--- src/core/cfb_pkg.sv ---
// Shared constants and carrier types for the filter-mask and buffer-control block.
// Assumes a 32-bit APB master and neighbouring logic on the same clock.
package cfb_pkg;

    // Sizes of the filter bank, mask bank and buffer set.
    localparam int NUM_FILT = 16;
    localparam int NUM_MASK = 3;
    localparam int NUM_BUF = 32;
    localparam int NUM_CTL_BUF = 8;

    // Register byte offsets on the APB bus.
    localparam logic [7:0] FMSK_LO_OFS = 8'h00;
    localparam logic [7:0] FMSK_HI_OFS = 8'h04;
    localparam logic [7:0] MASK_STD_OFS = 8'h08;
    localparam logic [7:0] MASK_EXT_OFS = 8'h0c;
    localparam logic [7:0] MASK_STRIDE = 8'h08;
    localparam logic [7:0] FULL_LO_OFS = 8'h20;
    localparam logic [7:0] FULL_HI_OFS = 8'h24;
    localparam logic [7:0] OVF_LO_OFS = 8'h28;
    localparam logic [7:0] OVF_HI_OFS = 8'h2c;
    localparam logic [7:0] CTL_OFS = 8'h30;
    localparam logic [7:0] CTL_STRIDE = 8'h04;

    // Field positions in the mask standard word.
    localparam int MSTD_STDID_LSB = 5;
    localparam int MSTD_MODE_BIT = 3;
    localparam int MSTD_EXTID_LSB = 0;

    // Field positions in one byte of a buffer pair control word.
    localparam int CTL_DIR_BIT = 7;
    localparam int CTL_ABT_BIT = 6;
    localparam int CTL_LARB_BIT = 5;
    localparam int CTL_ERR_BIT = 4;
    localparam int CTL_REQ_BIT = 3;
    localparam int CTL_RTR_BIT = 2;
    localparam int CTL_PRI_LSB = 0;

    // Reset values.
    localparam logic [31:0] FMSK_RST = 32'h0000_0000;
    localparam logic [31:0] FLAG_RST = 32'h0000_0000;
    localparam logic [1:0] PRI_RST = 2'h0;

    // Mask source codes of one filter.
    typedef enum logic [1:0] {
        MSK_SEL0 = 2'b00,
        MSK_SEL1 = 2'b01,
        MSK_SEL2 = 2'b10,
        MSK_NONE = 2'b11
    } cfb_msk_src_t;

    // Outcome reported by the transmit engine for one buffer.
    typedef enum logic [1:0] {
        TXE_SENT = 2'b00,
        TXE_ABORTED = 2'b01,
        TXE_LOST_ARB = 2'b10,
        TXE_BUS_ERR = 2'b11
    } cfb_tx_kind_t;

    // Identifier of a received frame offered for filtering.
    typedef struct packed {
        logic valid;
        logic ide;
        logic [10:0] standard_id_bits;
        logic [17:0] extended_id_bits;
    } cfb_frame_t;

    // One acceptance filter as held by the neighbouring filter registers.
    typedef struct packed {
        logic en;
        logic filter_extended_type;
        logic [10:0] standard_id_bits;
        logic [17:0] extended_id_bits;
    } cfb_filt_t;

    // Filter hit result.
    typedef struct packed {
        logic valid;
        logic [4:0] code;
    } cfb_hit_t;

    // Request to store, or permission to write, a received message into a buffer.
    typedef struct packed {
        logic valid;
        logic [4:0] idx;
        logic [4:0] code;
    } cfb_store_t;

    // Transmit engine event.
    typedef struct packed {
        logic valid;
        logic [2:0] idx;
        cfb_tx_kind_t kind;
    } cfb_tx_evt_t;

    // Buffer index carrier for remote requests and the transmit choice.
    typedef struct packed {
        logic valid;
        logic [2:0] idx;
    } cfb_buf_sel_t;

endpackage

--- src/core/cfb_top.sv ---
// Acceptance mask selection, receive full/overflow flags and transmit buffer control.
// Assumes an APB master, a filter register bank, a DMA store path and a transmit engine,
// all on clk_i; none of the inputs need synchronising.
// Function
// Selector codes 00/01/10 pick masks zero to two.
// Selector code 11 compares all identifier bits.
// Two packed selector registers, filter 0 lowest, reset zero.
// Standard mask bit one compares, zero ignores.
// Extended mask bits split over two words.
// Mask mode bit forces identifier type match.
// Three masks, two words each, unknown reset.
// Store sets full flag; software clears writing zero.
// Store into full buffer sets overflow flag.
// Control word holds even and odd buffer.
// Direction bit one transmits, resets to receive.
// Send request cleared after successful send.
// Clearing pending send request aborts transmission.
// Status bits read-only, cleared when request set.
// Remote request sets send request if enabled.
// Two-bit priority orders pending transmissions.
// Message contents live in software-placed DMA memory.
// Type mode: extended bit selects frame type.
// Receive store writes matching filter code.
// Match when all included bits are equal.
//
// Design decisions made here: the register addresses and the APB register port.
`timescale 1ns/1ps
`default_nettype none

module cfb_top
    import cfb_pkg::*;
(
    // Clock, reset and freeze.
    input wire logic clk_i,
    input wire logic resetn_i,
    input wire logic ce_i,
    // APB slave.
    input wire logic psel_i,
    input wire logic penable_i,
    input wire logic pwrite_i,
    input wire logic [31:0] paddr_i,
    input wire logic [31:0] pwdata_i,
    output logic [31:0] prdata_o,
    output logic pready_o,
    output logic pslverr_o,
    // Filtering.
    input wire cfb_frame_t frame_i,
    input wire cfb_filt_t filt_i [NUM_FILT],
    output cfb_hit_t hit_o,
    // Receive store path.
    input wire cfb_store_t store_i,
    output cfb_store_t rx_wr_o,
    // Transmit engine.
    input wire cfb_tx_evt_t tx_evt_i,
    input wire cfb_buf_sel_t rtr_rx_i,
    output cfb_buf_sel_t tx_sel_o,
    output logic [NUM_CTL_BUF-1:0] abort_o
);

    // Register state.
    logic [31:0] fmsk_r; // Sixteen 2-bit mask sources, filter 0 at bits 1:0.
    logic [10:0] msid_r [NUM_MASK]; // Standard identifier mask bits.
    logic [17:0] meid_r [NUM_MASK]; // Extended identifier mask bits.
    logic mmode_r [NUM_MASK]; // Identifier type match mode per mask.
    logic [31:0] full_r; // Receive buffer full flags.
    logic [31:0] ovf_r; // Receive buffer overflow flags.
    logic [NUM_CTL_BUF-1:0] dir_r; // One for a transmit buffer.
    logic [NUM_CTL_BUF-1:0] req_r; // Send request.
    logic [NUM_CTL_BUF-1:0] reply_en_r; // Remote auto-reply enable.
    logic [NUM_CTL_BUF-1:0] abt_r; // Aborted status.
    logic [NUM_CTL_BUF-1:0] larb_r; // Lost arbitration status.
    logic [NUM_CTL_BUF-1:0] err_r; // Bus error status.
    logic [1:0] pri_r [NUM_CTL_BUF]; // Transmit priority.
    logic [1:0] sel_pri_r; // Priority of the buffer now offered.

    // Bus decode.
    logic [7:0] addr; // Low address byte.
    logic addr_ok; // Address maps to a register.
    logic wr_en; // Write takes effect at this edge.
    logic [31:0] rd_c; // Read data for the current address.
    logic [7:0] ctl_byte [NUM_CTL_BUF]; // Read view of each control byte.
    logic [NUM_CTL_BUF-1:0] ctl_wr; // Control byte written this edge.
    logic [NUM_FILT-1:0] match_c; // Per-filter match.
    logic [31:0] txbuf_c; // Buffers configured for transmit.
    logic [31:0] st_dec; // One-hot store target.
    logic [31:0] full_clr; // Software clear of full flags.
    logic [31:0] ovf_clr; // Software clear of overflow flags.
    logic [31:0] full_nxt;
    logic [31:0] ovf_nxt;
    logic [1:0] max_pri_c; // Highest priority among pending buffers.
    cfb_buf_sel_t tx_sel_nxt;
    cfb_hit_t hit_nxt;

    assign addr = paddr_i[7:0];
    // Writes land only at the access edge where the answer is given.
    assign wr_en = ce_i && psel_i && penable_i && pready_o && pwrite_i && addr_ok;

    // Address check: word aligned, inside the low 256 bytes, on a mapped offset.
    always_comb begin
        addr_ok = 1'b0;
        if (paddr_i[31:8] == 24'h00_0000 && paddr_i[1:0] == 2'b00) begin
            addr_ok = (addr <= CTL_OFS + 8'h0c);
        end
    end

    // Read mux. Reserved bits read as zero.
    always_comb begin
        rd_c = 32'h0000_0000;
        for (int m = 0; m < NUM_MASK; m++) begin
            if (addr == MASK_STD_OFS + 8'(m) * MASK_STRIDE) begin
                rd_c[15:MSTD_STDID_LSB] = msid_r[m];
                rd_c[MSTD_MODE_BIT] = mmode_r[m];
                rd_c[MSTD_EXTID_LSB+:2] = meid_r[m][17:16];
            end
            if (addr == MASK_EXT_OFS + 8'(m) * MASK_STRIDE) begin
                rd_c[15:0] = meid_r[m][15:0];
            end
        end
        for (int j = 0; j < NUM_CTL_BUF / 2; j++) begin
            if (addr == CTL_OFS + 8'(j) * CTL_STRIDE) begin
                rd_c[15:0] = {ctl_byte[2*j+1], ctl_byte[2*j]};
            end
        end
        unique case (addr)
            FMSK_LO_OFS: rd_c[15:0] = fmsk_r[15:0];
            FMSK_HI_OFS: rd_c[15:0] = fmsk_r[31:16];
            FULL_LO_OFS: rd_c[15:0] = full_r[15:0];
            FULL_HI_OFS: rd_c[15:0] = full_r[31:16];
            OVF_LO_OFS: rd_c[15:0] = ovf_r[15:0];
            OVF_HI_OFS: rd_c[15:0] = ovf_r[31:16];
            default: begin
            end
        endcase
    end

    // APB answer: no wait state; data and error are captured in the setup cycle.
    always_ff @(posedge clk_i or negedge resetn_i) begin
        if (!resetn_i) begin
            pready_o <= 1'b0;
            prdata_o <= 32'h0000_0000;
            pslverr_o <= 1'b0;
        end else if (ce_i) begin
            if (psel_i && !penable_i) begin
                pready_o <= 1'b1;
                prdata_o <= pwrite_i ? 32'h0000_0000 : rd_c;
                pslverr_o <= !addr_ok;
            end else begin
                pready_o <= 1'b0;
                pslverr_o <= 1'b0;
            end
        end
    end

    // Mask source selectors; both halves reset to zero.
    always_ff @(posedge clk_i or negedge resetn_i) begin
        if (!resetn_i) begin
            fmsk_r <= FMSK_RST;
        end else if (wr_en && addr == FMSK_LO_OFS) begin
            fmsk_r[15:0] <= pwdata_i[15:0];
        end else if (wr_en && addr == FMSK_HI_OFS) begin
            fmsk_r[31:16] <= pwdata_i[15:0];
        end
    end

    // Mask words carry no reset: their contents are unknown until software loads them.
    generate
        for (genvar m = 0; m < NUM_MASK; m++) begin : g_mask
            always_ff @(posedge clk_i) begin
                if (wr_en && addr == MASK_STD_OFS + 8'(m) * MASK_STRIDE) begin
                    msid_r[m] <= pwdata_i[15:MSTD_STDID_LSB];
                    mmode_r[m] <= pwdata_i[MSTD_MODE_BIT];
                    meid_r[m][17:16] <= pwdata_i[MSTD_EXTID_LSB+:2];
                end
                if (wr_en && addr == MASK_EXT_OFS + 8'(m) * MASK_STRIDE) begin
                    meid_r[m][15:0] <= pwdata_i[15:0];
                end
            end
        end
    endgenerate

    // Per-filter comparison against the mask that its selector names.
    generate
        for (genvar f = 0; f < NUM_FILT; f++) begin : g_filt
            logic [28:0] msk; // Bits that take part in the comparison.
            logic mode; // Identifier type must match.
            logic [28:0] diff;
            always_comb begin
                unique case (cfb_msk_src_t'(fmsk_r[2*f+:2]))
                    MSK_SEL0: begin
                        msk = {msid_r[0], meid_r[0]};
                        mode = mmode_r[0];
                    end
                    MSK_SEL1: begin
                        msk = {msid_r[1], meid_r[1]};
                        mode = mmode_r[1];
                    end
                    MSK_SEL2: begin
                        msk = {msid_r[2], meid_r[2]};
                        mode = mmode_r[2];
                    end
                    MSK_NONE: begin
                        msk = {29{1'b1}};
                        mode = 1'b0;
                    end
                endcase
                // A standard frame has no extended bits, so they never take part.
                diff = ({frame_i.standard_id_bits, frame_i.extended_id_bits}
                        ^ {filt_i[f].standard_id_bits, filt_i[f].extended_id_bits})
                       & msk & {11'h7ff, {18{frame_i.ide}}};
                match_c[f] = frame_i.valid && filt_i[f].en && (diff == 29'h0)
                             && (!mode || frame_i.ide == filt_i[f].filter_extended_type);
            end
        end
    endgenerate

    // Lowest-numbered matching filter wins the hit code.
    always_comb begin
        hit_nxt = '0;
        for (int f = NUM_FILT - 1; f >= 0; f--) begin
            if (match_c[f]) begin
                hit_nxt.valid = 1'b1;
                hit_nxt.code = 5'(f);
            end
        end
    end

    always_ff @(posedge clk_i or negedge resetn_i) begin
        if (!resetn_i) begin
            hit_o <= '0;
        end else if (ce_i) begin
            hit_o <= hit_nxt;
        end
    end

    // Full and overflow flags. A store sets the overflow flag over a same-cycle software clear; a clear of a set full flag wins over a store.
    assign txbuf_c = {24'h00_0000, dir_r};
    assign st_dec = store_i.valid ? (32'h0000_0001 << store_i.idx) : 32'h0000_0000;
    assign full_clr = (wr_en && addr == FULL_LO_OFS) ? {16'h0000, ~pwdata_i[15:0]}
                    : (wr_en && addr == FULL_HI_OFS) ? {~pwdata_i[15:0], 16'h0000} : 32'h0;
    assign ovf_clr = (wr_en && addr == OVF_LO_OFS) ? {16'h0000, ~pwdata_i[15:0]}
                   : (wr_en && addr == OVF_HI_OFS) ? {~pwdata_i[15:0], 16'h0000} : 32'h0;
    assign full_nxt = (full_r & ~full_clr) | (st_dec & ~full_r & ~txbuf_c);
    assign ovf_nxt = (ovf_r & ~ovf_clr) | (st_dec & full_r & ~txbuf_c);

    always_ff @(posedge clk_i or negedge resetn_i) begin
        if (!resetn_i) begin
            full_r <= FLAG_RST;
            ovf_r <= FLAG_RST;
        end else if (ce_i) begin
            full_r <= full_nxt;
            ovf_r <= ovf_nxt;
        end
    end

    // Receive write permission carries the filter code; refused for full or transmit buffers.
    always_ff @(posedge clk_i or negedge resetn_i) begin
        if (!resetn_i) begin
            rx_wr_o <= '0;
        end else if (ce_i) begin
            rx_wr_o.valid <= |(st_dec & ~full_r & ~txbuf_c);
            rx_wr_o.idx <= store_i.idx;
            rx_wr_o.code <= store_i.code;
        end
    end

    // Per-buffer transmit control, two buffers to one control word.
    generate
        for (genvar b = 0; b < NUM_CTL_BUF; b++) begin : g_buf
            localparam logic [7:0] OFS = CTL_OFS + 8'(b / 2) * CTL_STRIDE;
            localparam int LANE = 8 * (b % 2);
            logic [7:0] wb; // Byte written to this buffer.
            logic evt; // Engine event for this buffer.
            logic rtr_hit; // Remote request for this buffer.
            logic req_set; // Send request is set this cycle, by software or by a remote request.
            assign wb = pwdata_i[LANE+:8];
            assign ctl_wr[b] = wr_en && addr == OFS;
            assign evt = tx_evt_i.valid && tx_evt_i.idx == 3'(b);
            assign rtr_hit = rtr_rx_i.valid && rtr_rx_i.idx == 3'(b) && reply_en_r[b];
            assign req_set = rtr_hit || (ctl_wr[b] && wb[CTL_REQ_BIT]);
            assign ctl_byte[b] = {dir_r[b], abt_r[b], larb_r[b], err_r[b],
                                  req_r[b], reply_en_r[b], pri_r[b]};

            // Software-owned configuration bits.
            always_ff @(posedge clk_i or negedge resetn_i) begin
                if (!resetn_i) begin
                    dir_r[b] <= 1'b0;
                    reply_en_r[b] <= 1'b0;
                    pri_r[b] <= PRI_RST;
                end else if (ce_i && ctl_wr[b]) begin
                    dir_r[b] <= wb[CTL_DIR_BIT];
                    reply_en_r[b] <= wb[CTL_RTR_BIT];
                    pri_r[b] <= wb[CTL_PRI_LSB+:2];
                end
            end

            // Send request: a remote request or software set wins over the engine's clear.
            always_ff @(posedge clk_i or negedge resetn_i) begin
                if (!resetn_i) begin
                    req_r[b] <= 1'b0;
                end else if (ce_i) begin
                    if (rtr_hit) begin
                        req_r[b] <= 1'b1;
                    end else if (ctl_wr[b]) begin
                        req_r[b] <= wb[CTL_REQ_BIT];
                    end else if (evt && (tx_evt_i.kind == TXE_SENT || tx_evt_i.kind == TXE_ABORTED)) begin
                        req_r[b] <= 1'b0;
                    end
                end
            end

            // A zero written over a pending request asks the engine to abort.
            always_ff @(posedge clk_i or negedge resetn_i) begin
                if (!resetn_i) begin
                    abort_o[b] <= 1'b0;
                end else if (ce_i) begin
                    abort_o[b] <= ctl_wr[b] && req_r[b] && !wb[CTL_REQ_BIT] && !rtr_hit;
                end
            end

            // Read-only status; an engine event in the same cycle as a new request survives.
            always_ff @(posedge clk_i or negedge resetn_i) begin
                if (!resetn_i) begin
                    abt_r[b] <= 1'b0;
                    larb_r[b] <= 1'b0;
                    err_r[b] <= 1'b0;
                end else if (ce_i) begin
                    abt_r[b] <= (abt_r[b] && !req_set)
                                || (evt && tx_evt_i.kind == TXE_ABORTED);
                    larb_r[b] <= (larb_r[b] && !req_set)
                                 || (evt && tx_evt_i.kind == TXE_LOST_ARB);
                    err_r[b] <= (err_r[b] && !req_set)
                                || (evt && tx_evt_i.kind == TXE_BUS_ERR);
                end
            end
        end
    endgenerate

    // Choice of the next buffer to send: highest priority, then lowest index.
    always_comb begin
        tx_sel_nxt = '0;
        max_pri_c = 2'h0;
        for (int b = NUM_CTL_BUF - 1; b >= 0; b--) begin
            if (dir_r[b] && req_r[b] && (!tx_sel_nxt.valid || pri_r[b] >= max_pri_c)) begin
                tx_sel_nxt.valid = 1'b1;
                tx_sel_nxt.idx = 3'(b);
                max_pri_c = pri_r[b];
            end
        end
    end

    always_ff @(posedge clk_i or negedge resetn_i) begin
        if (!resetn_i) begin
            tx_sel_o <= '0;
            sel_pri_r <= 2'h0;
        end else if (ce_i) begin
            tx_sel_o <= tx_sel_nxt;
            sel_pri_r <= max_pri_c;
        end
    end

    // Checks.
    property p_full_set;
        @(posedge clk_i) disable iff (!resetn_i)
        ce_i && store_i.valid && !full_r[store_i.idx] && !txbuf_c[store_i.idx]
        |=> full_r[$past(store_i.idx)] && rx_wr_o.valid && rx_wr_o.code == $past(store_i.code);
    endproperty
    a_full_set: assert property (p_full_set) else $error("store did not set full flag");

    property p_full_wc;
        @(posedge clk_i) disable iff (!resetn_i)
        ce_i && wr_en && addr == FULL_LO_OFS && pwdata_i[15:0] == 16'hffff && !store_i.valid
        |=> full_r[15:0] == $past(full_r[15:0]);
    endproperty
    a_full_wc: assert property (p_full_wc) else $error("writing ones changed full flags");

    property p_ovf;
        @(posedge clk_i) disable iff (!resetn_i)
        ce_i && store_i.valid && full_r[store_i.idx] && !txbuf_c[store_i.idx]
        |=> ovf_r[$past(store_i.idx)] && !rx_wr_o.valid;
    endproperty
    a_ovf: assert property (p_ovf) else $error("overflow not flagged");

    property p_sent;
        @(posedge clk_i) disable iff (!resetn_i)
        ce_i && tx_evt_i.valid && tx_evt_i.idx == 3'h0 && tx_evt_i.kind == TXE_SENT
        && !ctl_wr[0] && !(rtr_rx_i.valid && rtr_rx_i.idx == 3'h0 && reply_en_r[0]) |=> !req_r[0];
    endproperty
    a_sent: assert property (p_sent) else $error("send request not cleared");

    property p_abort;
        @(posedge clk_i) disable iff (!resetn_i)
        ce_i && ctl_wr[0] && req_r[0] && !pwdata_i[CTL_REQ_BIT] && !rtr_rx_i.valid
        |=> abort_o[0] ##1 (!abort_o[0] || !ce_i);
    endproperty
    a_abort: assert property (p_abort) else $error("abort not pulsed");

    property p_stat_clr;
        @(posedge clk_i) disable iff (!resetn_i)
        ce_i && ctl_wr[1] && pwdata_i[8+CTL_REQ_BIT] && !tx_evt_i.valid
        |=> !abt_r[1] && !larb_r[1] && !err_r[1] && req_r[1];
    endproperty
    a_stat_clr: assert property (p_stat_clr) else $error("status not cleared on request");

    property p_rtr;
        @(posedge clk_i) disable iff (!resetn_i)
        ce_i && rtr_rx_i.valid && reply_en_r[rtr_rx_i.idx] |=> req_r[$past(rtr_rx_i.idx)];
    endproperty
    a_rtr: assert property (p_rtr) else $error("remote request ignored");

    property p_pri;
        @(posedge clk_i) disable iff (!resetn_i)
        ce_i && dir_r[1] && req_r[1] |=> tx_sel_o.valid && sel_pri_r >= $past(pri_r[1]);
    endproperty
    a_pri: assert property (p_pri) else $error("wrong priority chosen");

    property p_hit;
        @(posedge clk_i) disable iff (!resetn_i)
        ce_i ##1 hit_o.valid |-> ((($past(match_c) >> hit_o.code) & 16'h0001) == 16'h0001)
        && $past(frame_i.valid);
    endproperty
    a_hit: assert property (p_hit) else $error("hit without match");

    c_overflow: cover property (@(posedge clk_i) disable iff (!resetn_i) ovf_r != 32'h0);
    c_abort: cover property (@(posedge clk_i) disable iff (!resetn_i) abort_o != 8'h00);
    c_hit: cover property (@(posedge clk_i) disable iff (!resetn_i) hit_o.valid ##1 rx_wr_o.valid);
    c_send: cover property (@(posedge clk_i) disable iff (!resetn_i) tx_sel_o.valid ##[1:20] !tx_sel_o.valid);

endmodule

`default_nettype wire

--- config.mk ---
export PLATFORM = sky130hd
export DESIGN_NAME = cfb_top
export DESIGN_NICKNAME = d
export VERILOG_FILES = /design/src/core/cfb_pkg.sv /design/src/core/cfb_top.sv
export SDC_FILE = /design/constraint.sdc
export NUM_CORES = 2
export LEC_CHECK = 0
export BUFFER_PORTS_ARGS = -buffer_cell sky130_fd_sc_hd__clkbuf_2
export CAP_MARGIN = 20
export CELL_PAD_IN_SITES_DETAIL_PLACEMENT = 1
export CELL_PAD_IN_SITES_GLOBAL_PLACEMENT = 2
export CORE_AREA = 2 2 300 302
export CTS_BUF_LIST = sky130_fd_sc_hd__clkbuf_2 sky130_fd_sc_hd__clkbuf_4 sky130_fd_sc_hd__clkbuf_8
export CTS_CLUSTER_SIZE = 12
export DETAILED_ROUTE_END_ITERATION = 8
export DIE_AREA = 0 0 302 304
export PLACE_DENSITY = 0.94
export REMOVE_ABC_BUFFERS = 1
export SYNTH_ARGS = -nofsm -noshare
export SYNTH_HDL_FRONTEND = slang
export SYNTH_SLANG_ARGS = --single-unit
export TNS_END_PERCENT = 1
--- constraint.sdc ---
create_clock -name clk_i -period 17.15 [get_ports clk_i]
set_input_delay 2.5725 -clock clk_i [delete_from_list [all_inputs] [get_ports clk_i]]
set_output_delay 2.5725 -clock clk_i [all_outputs]
set_load 0.1 [all_outputs]
======== Word level (Yosys, flattened, before mapping) ========
Memories as Yosys holds them, arrays and structs flattened.
Cells that the tools add are included.
storage, ports and cells
  register bits ........................... 223
  bits in writable memories ............... 90
  bits of input ports ..................... 618
  output and inout port bits .............. 63
  logic and storage cells ................. 755
  memories ................................ 3
memory list
  name     words  bits a word  rd ports  clocked after memory_dff  wr ports  line           source
  meid_r   3      18           3         0                         1         cfb_top.sv:63  logic [17:0] meid_r [NUM_MASK];
  msid_r   3      11           3         0                         1         cfb_top.sv:62  logic [10:0] msid_r [NUM_MASK];
  mmode_r  3      1            3         0                         1         cfb_top.sv:64  logic mmode_r [NUM_MASK];
cells by class
  $lt $le $gt $ge ......................... 8
  eq/ne operators ......................... 96
  shift-type cells ........................ 1
  multiplexer cells ....................... 143
  bitwise gates (word level) .............. 62
  reduce and logical (&&, ||, !) cells .... 364
operators with widths
  cell                count
  $pmux 29 s4         16
  $and 29x29->29      32
  $logic_not 29->1    16
  $xor 29x29->29      16
  $logic_and 1x1->1   202
  $and 32x32->32      6
  $mux 32             5
  $mux 16             8
  $mux 6              16
  $not 32->32         3
  $pmux 16 s6         1
  $eq 2x2->1 const B  34
  $eq 8x6->1 const B  8
  $or 32x32->32       2
  $pmux 1 s4          16
  $logic_or 1x1->1    56
  $mux 11             5
  $mux 1              48
  $logic_not 1->1     43
  $logic_not 2->1     18
  $mux 18             2
  $mux 2              18
  $reduce_or 18->1    2
  $eq 2x1->1 const B  17
  22 further kinds    84

======== Longest topological paths before layout ========
  depth in word-level cells ............... 30
  mapped depth ............................ 43

======== Worst setup path before layout ========
Ideal clock, no wire load.
  path kind ............................... register to register
  start point ............................. reg req_r[7], in the netlist ctl_byte[3]
  end point ............................... reg tx_sel_o[1] (netlist name)
  arrival ................................. 7.708 ns
  path slack .............................. 9.341 ns
  stages on the path, launching flop included .. 43
  buffers on the path ..................... 0
  clock period less this slack ............ 7.809 ns
  cell sequence ........................... dfrtp_1 > and3_1 > ha_1 > nand2b_1 > a21oi_1 > a21oi_1 > mux2_2 > ha_1 > nand2b_1 > a31oi_1 > o21ba_2 > or3_1 > and2_1 > ha_1 > nand2b_1 > a21oi_1 > a21o_1 > nand2_1 > (+7 left out) > a21oi_1 > ha_1 > inv_1 > a21o_1 > a221oi_1 > nor2_1 > o21ai_0 > o22ai_1 > ha_1 > nand2b_1 > a21oi_1 > a21oi_1 > mux2_2 > ha_1 > nand2b_1 > a211oi_1 > o21ai_0 > o32ai_1
between the ends
  cells in the longest elaborated chain, start to end .. 30
RTL lines
  element                                               line            source
  start, declared                                       cfb_top.sv:68   logic [NUM_CTL_BUF-1:0] req_r;
  start signal, assigned by index                       cfb_top.sv:304  req_r[b] <= wb[CTL_REQ_BIT];
  $logic_and 1x1->1 (*)                                 cfb_top.sv:343  if (dir_r[b] && req_r[b] && (!tx_sel_nxt.valid || pri_r[b] >= max_pri_c)) begin
  $mux 2 / $mux 4 (equally long branches)               cfb_top.sv:343
  $ge 2x2->1 / $logic_not 1->1 (equally long branches)  cfb_top.sv:343
  $logic_or 1x1->1                                      cfb_top.sv:343
  $logic_and 1x1->1                                     cfb_top.sv:343
  $mux 2 / $mux 4 (equally long branches)               cfb_top.sv:343
  $ge 2x2->1 / $logic_not 1->1 (equally long branches)  cfb_top.sv:343
  $logic_or 1x1->1                                      cfb_top.sv:343
  (+14 left out)                                        -
  $ge 2x2->1 / $logic_not 1->1 (equally long branches)  cfb_top.sv:343
  $logic_or 1x1->1                                      cfb_top.sv:343
  $logic_and 1x1->1                                     cfb_top.sv:343
  $mux 2 / $mux 4 (equally long branches)               cfb_top.sv:343
  $ge 2x2->1 / $logic_not 1->1 (equally long branches)  cfb_top.sv:343
  $logic_or 1x1->1                                      cfb_top.sv:343
  $logic_and 1x1->1                                     cfb_top.sv:343
  $mux 4 (*)                                            cfb_top.sv:343
  end signal, assigned                                  cfb_top.sv:356  tx_sel_o <= tx_sel_nxt;
  end, declared                                         cfb_top.sv:56   output cfb_buf_sel_t tx_sel_o,
Every way passes the cells marked *; elsewhere a longest branch is shown, timed or not.
A chain may end at the register's enable or synchronous reset.

======== Final worst setup path ========
  start point ............................. reg dir_r[7], in the netlist ctl_byte[7]
  end point ............................... reg tx_sel_o[2] (netlist name)
between the ends
  cells in the longest elaborated chain, start to end .. 30
RTL lines
  element                                               line            source
  start, declared                                       cfb_top.sv:67   logic [NUM_CTL_BUF-1:0] dir_r;
  start signal, assigned by index                       cfb_top.sv:290  dir_r[b] <= wb[CTL_DIR_BIT];
  $logic_and 1x1->1 (*)                                 cfb_top.sv:343
  $mux 2 / $mux 4 (equally long branches)               cfb_top.sv:343
  $ge 2x2->1 / $logic_not 1->1 (equally long branches)  cfb_top.sv:343
  $logic_or 1x1->1                                      cfb_top.sv:343
  $logic_and 1x1->1                                     cfb_top.sv:343
  $mux 2 / $mux 4 (equally long branches)               cfb_top.sv:343
  $ge 2x2->1 / $logic_not 1->1 (equally long branches)  cfb_top.sv:343
  $logic_or 1x1->1                                      cfb_top.sv:343
  (+14 left out)                                        -
  $ge 2x2->1 / $logic_not 1->1 (equally long branches)  cfb_top.sv:343
  $logic_or 1x1->1                                      cfb_top.sv:343
  $logic_and 1x1->1                                     cfb_top.sv:343
  $mux 2 / $mux 4 (equally long branches)               cfb_top.sv:343
  $ge 2x2->1 / $logic_not 1->1 (equally long branches)  cfb_top.sv:343
  $logic_or 1x1->1                                      cfb_top.sv:343
  $logic_and 1x1->1                                     cfb_top.sv:343
  $mux 4 (*)                                            cfb_top.sv:343
Marked as above.

==> run_results.csv <==
group,metric,value,unit
status,status,"completed",
grt,grt_usage,43.21,%
setup_path,setup.worst_path.class,"register to register",
setup_path,cp-start-kind,"register",
floorplan,io_pins,681,
sta,fmaxAchievable,109.6,MHz
logic_synthesis,synthCells,3744,
sta,period_share,53.20,%
logic_synthesis,ys_types,97,
setup_path,path_max_fanout,8,
clocking,cts_buffers,51,
clocking,clk_latency,0.66,ns
pwr,pwr-share-comb,28.0,%
detailed_routing,vias,37640,
layout,fin_cells,5417,
clocking,clockRootBuffer,"clkbuf_8",
pwr,seqPwrFrac,37.9,%
pwr,power_frac_clock,34.0,%
clocking,clk_pin_slew_worst_paths,0.06,ns
logic_synthesis,async_flop_share,69.59,%
sta,hold_viol,0,
detailed_routing,drtAntennaViolNets,0,
detailed_routing,drc,0,
layout,areaGrowthSynthToFinish,17.12,%
grt,grt_pass1_vias,37960,
sta,rsz0062_at_grt,"no",
sta,fin_skew,0.03386,ns
setup_path,cp_slowest_stage_delay,0.54,ns
detailed_routing,wire_per_inst,38.12,um
layout,multi_input_area,21780,um2
sta,setup_viol,0,
pwr,ir_worst_vdd,0.05074,mV
grt,grt_pass1_wl,285.7,mm
logic_synthesis,synth_edf_count,90,
layout,fillers,10710,
layout,drive_above_1_share,26.32,%
setup_path,arrival,9.68,ns
layout,nets,4827,
setup_path,crit_path_end_kind,"register",
pwr,swShare,36.05,%
sta,slew_viol_final,0,
pwr,p_int,1.353,mW
setup_path,cp.required,17.70,ns
clocking,cts_resized,0,
layout,regArea,7863,um2
sta,worstMarginPinSlew,1.327,ns
detailed_routing,vias_per_cell,6.949,
floorplan,floorplan.initialDensity,35.53,%
logic_synthesis,synth.avg_cell_area,8.451,um2
clocking,postCtsSetupRepairBufs,0,
logic_synthesis,synth_top_area_share,16.29,%
grt,overflow,0,
floorplan,fp.dieW,302,um
sta,finalCriticalPeriod,9.124,ns
floorplan,die_h,304,um
run,maxCapViolations,0,
clocking,cts_max_level,2,
detailed_routing,dr.pass1.iters,9,
sta,slew_headroom,10.40,%
logic_synthesis,synth_common_cells,"386 x xor2_1, 345 x o21ai_0, 325 x mux2i_1",
pwr,switching_power,763.0,uW
clocking,cts_tree,"built",
logic_synthesis,synth_most_common_cell,"xor2_1",
grt,antenna_found_initial,20,
placement,placed_cells,5312,
sta,tns,0,ns
clocking,cts-hold-fix-buffers,0,
logic_synthesis,synth_top_area_cell,"dfrtp_1",
detailed_routing,wirelength,206.5,mm
pwr,total_leakage_power,15.69,nW
detailed_routing,drtIter0Drc,5386,
placement,gp_congestion,1.020,
placement,port_buffers,647,
placement,dpl.hpwl,145.9,mm
clocking,clockBufferDepth,3,
pwr,powerDensity,57.11,nW/um2
grt,grt_max_degree,89,
floorplan,fp.dieArea,91810,um2
logic_synthesis,ys_seq_elements,296,
logic_synthesis,ys_seq_area_share,24.83,%
clocking,cts.sinks,296,
floorplan,coreArea,89050,um2
worst_hold_path,hp-class,"register to register",
setup_path,r2r_slack,8.03,ns
logic_synthesis,netlist_area,31640,um2
logic_synthesis,synthFlopType,"dfrtp_1",
setup_path,cp_slowest_cell,"dfrtp_1",
logic_synthesis,yosys-top-cells-area,"dfrtp_1 16%, xor2_1 11%, mux2i_1 10%",
floorplan,fp-row-count,110,
logic_synthesis,yosys_warnings,0,
==> layout by cell type, fill, tap and decap left out, types with 63 or more instances in the layout <==
cell type	count
a21oi_1	92
buf_4	166
clkbuf_2	646
clkbuf_8	64
dfrtp_1	202
edfxtp_1	90
mux2_2	163
mux2i_1	325
nand2_1	179
nand4_1	63
nor2_1	171
o21ai_0	345
o221ai_1	92
o22ai_1	124
xnor2_1	94
xor2_1	386
==> through the flow <==
stage	utilization, %	total power [mW]	hold WS (ns)	area (um2)	setup WS, ns
after floorplan	-	1.084	0.4481	29850	9.352
after global placement	40.23	1.373	0.4555	35820	8.284
after detailed placement	40.26	1.378	0.4710	35850	8.099
after CTS	41.49	2.089	0.4847	36940	8.083
after global routing	41.59	2.173	0.5092	37040	7.288
final	41.61	2.116	0.4819	37060	8.026
==> logic make-up (layout without fill, tap and decap cells) <==
kind of cell,Yosys count,in the layout,share of synthesized area [%]
multiplexers,494,494,16.33
XOR/XNOR,480,480,13.29
other,1,25,0.01185
adder cells (fa/ha/maj),12,12,0.4745
buffers and inverters,499,972,6.600
AND/OR/NAND/NOR,771,771,12.61
flip-flops,296,296,24.83
AO/OA/AOI/OAI,1191,1191,25.85
==> power by group through the flow <==
stage | clock network (mW) | logic (mW) | registers (mW)
floorplan | 0 | 0.251 | 0.833
global placement | 0 | 0.561 | 0.811
detailed placement | 0 | 0.564 | 0.813
CTS | 0.721 | 0.569 | 0.800
global route | 0.751 | 0.617 | 0.806
finish | 0.720 | 0.593 | 0.803
==> state kept, by name, indices dropped and copies added, names as in the netlist <==
register,cells
abort_o,8
pslverr_o,1
prdata_o,16
hit_o,5
rx_wr_o,11
msid_r,33
tx_sel_o,4
ovf_r,32
abt_r,8
full_r,32
ctl_byte,56
fmsk_r,32
meid_r,54
pready_o,1
mmode_r,3
==> path summary, 6_finish.rpt <==
kind | start | end | cells past startpoint
worst max-delay path | ctl_byte[7] | tx_sel_o[2] | 42
max in group asynchronous | resetn_i | fmsk_r[3] | 2
worst min register to register | prdata_o[14] | prdata_o[14] | 2
worst max register to register | ctl_byte[7] | tx_sel_o[2] | 42
worst min-delay path | prdata_o[14] | prdata_o[14] | 2
min in group asynchronous | resetn_i | rx_wr_o[4] | 1
==> per-layer routing <==
layer | up-vias | wire length, um | part of all wire [%] | GRT usage (%)
li1 | 15040 | - | - | -
met4 | 20 | 18220 | 8.8 | 30.39
met3 | 1014 | 30430 | 15 | 17.74
met1 | 18300 | 73490 | 36 | 52.07
met5 | - | 131 | 0.063 | 0
met2 | 3274 | 84230 | 41 | 61.94
==> critical path: cells and delay by family (launching register included) <==
| kind | cells | cell delay, ns |
|---|---|---|
| compound gates | 21 | 4.10 |
| fa+ha+maj | 7 | 1.96 |
| mux | 2 | 0.78 |
| simple gates | 10 | 1.50 |
| flops | 1 | 0.54 |
| buf+inv | 2 | 0.13 |
==> cell type report <==
cell class | instances | share of cell area [%]
repair buffers | 820 | 12.39
well taps | 1176 | 3.971
inverters | 63 | 0.6381
clock inverters | 12 | 0.3208
multi-input cells | 2965 | 58.77
diodes | 8 | 0.05402
flip-flops and latches | 296 | 21.22
clock buffers | 77 | 2.640
Note: power is estimated with default switching activity, not from simulation.
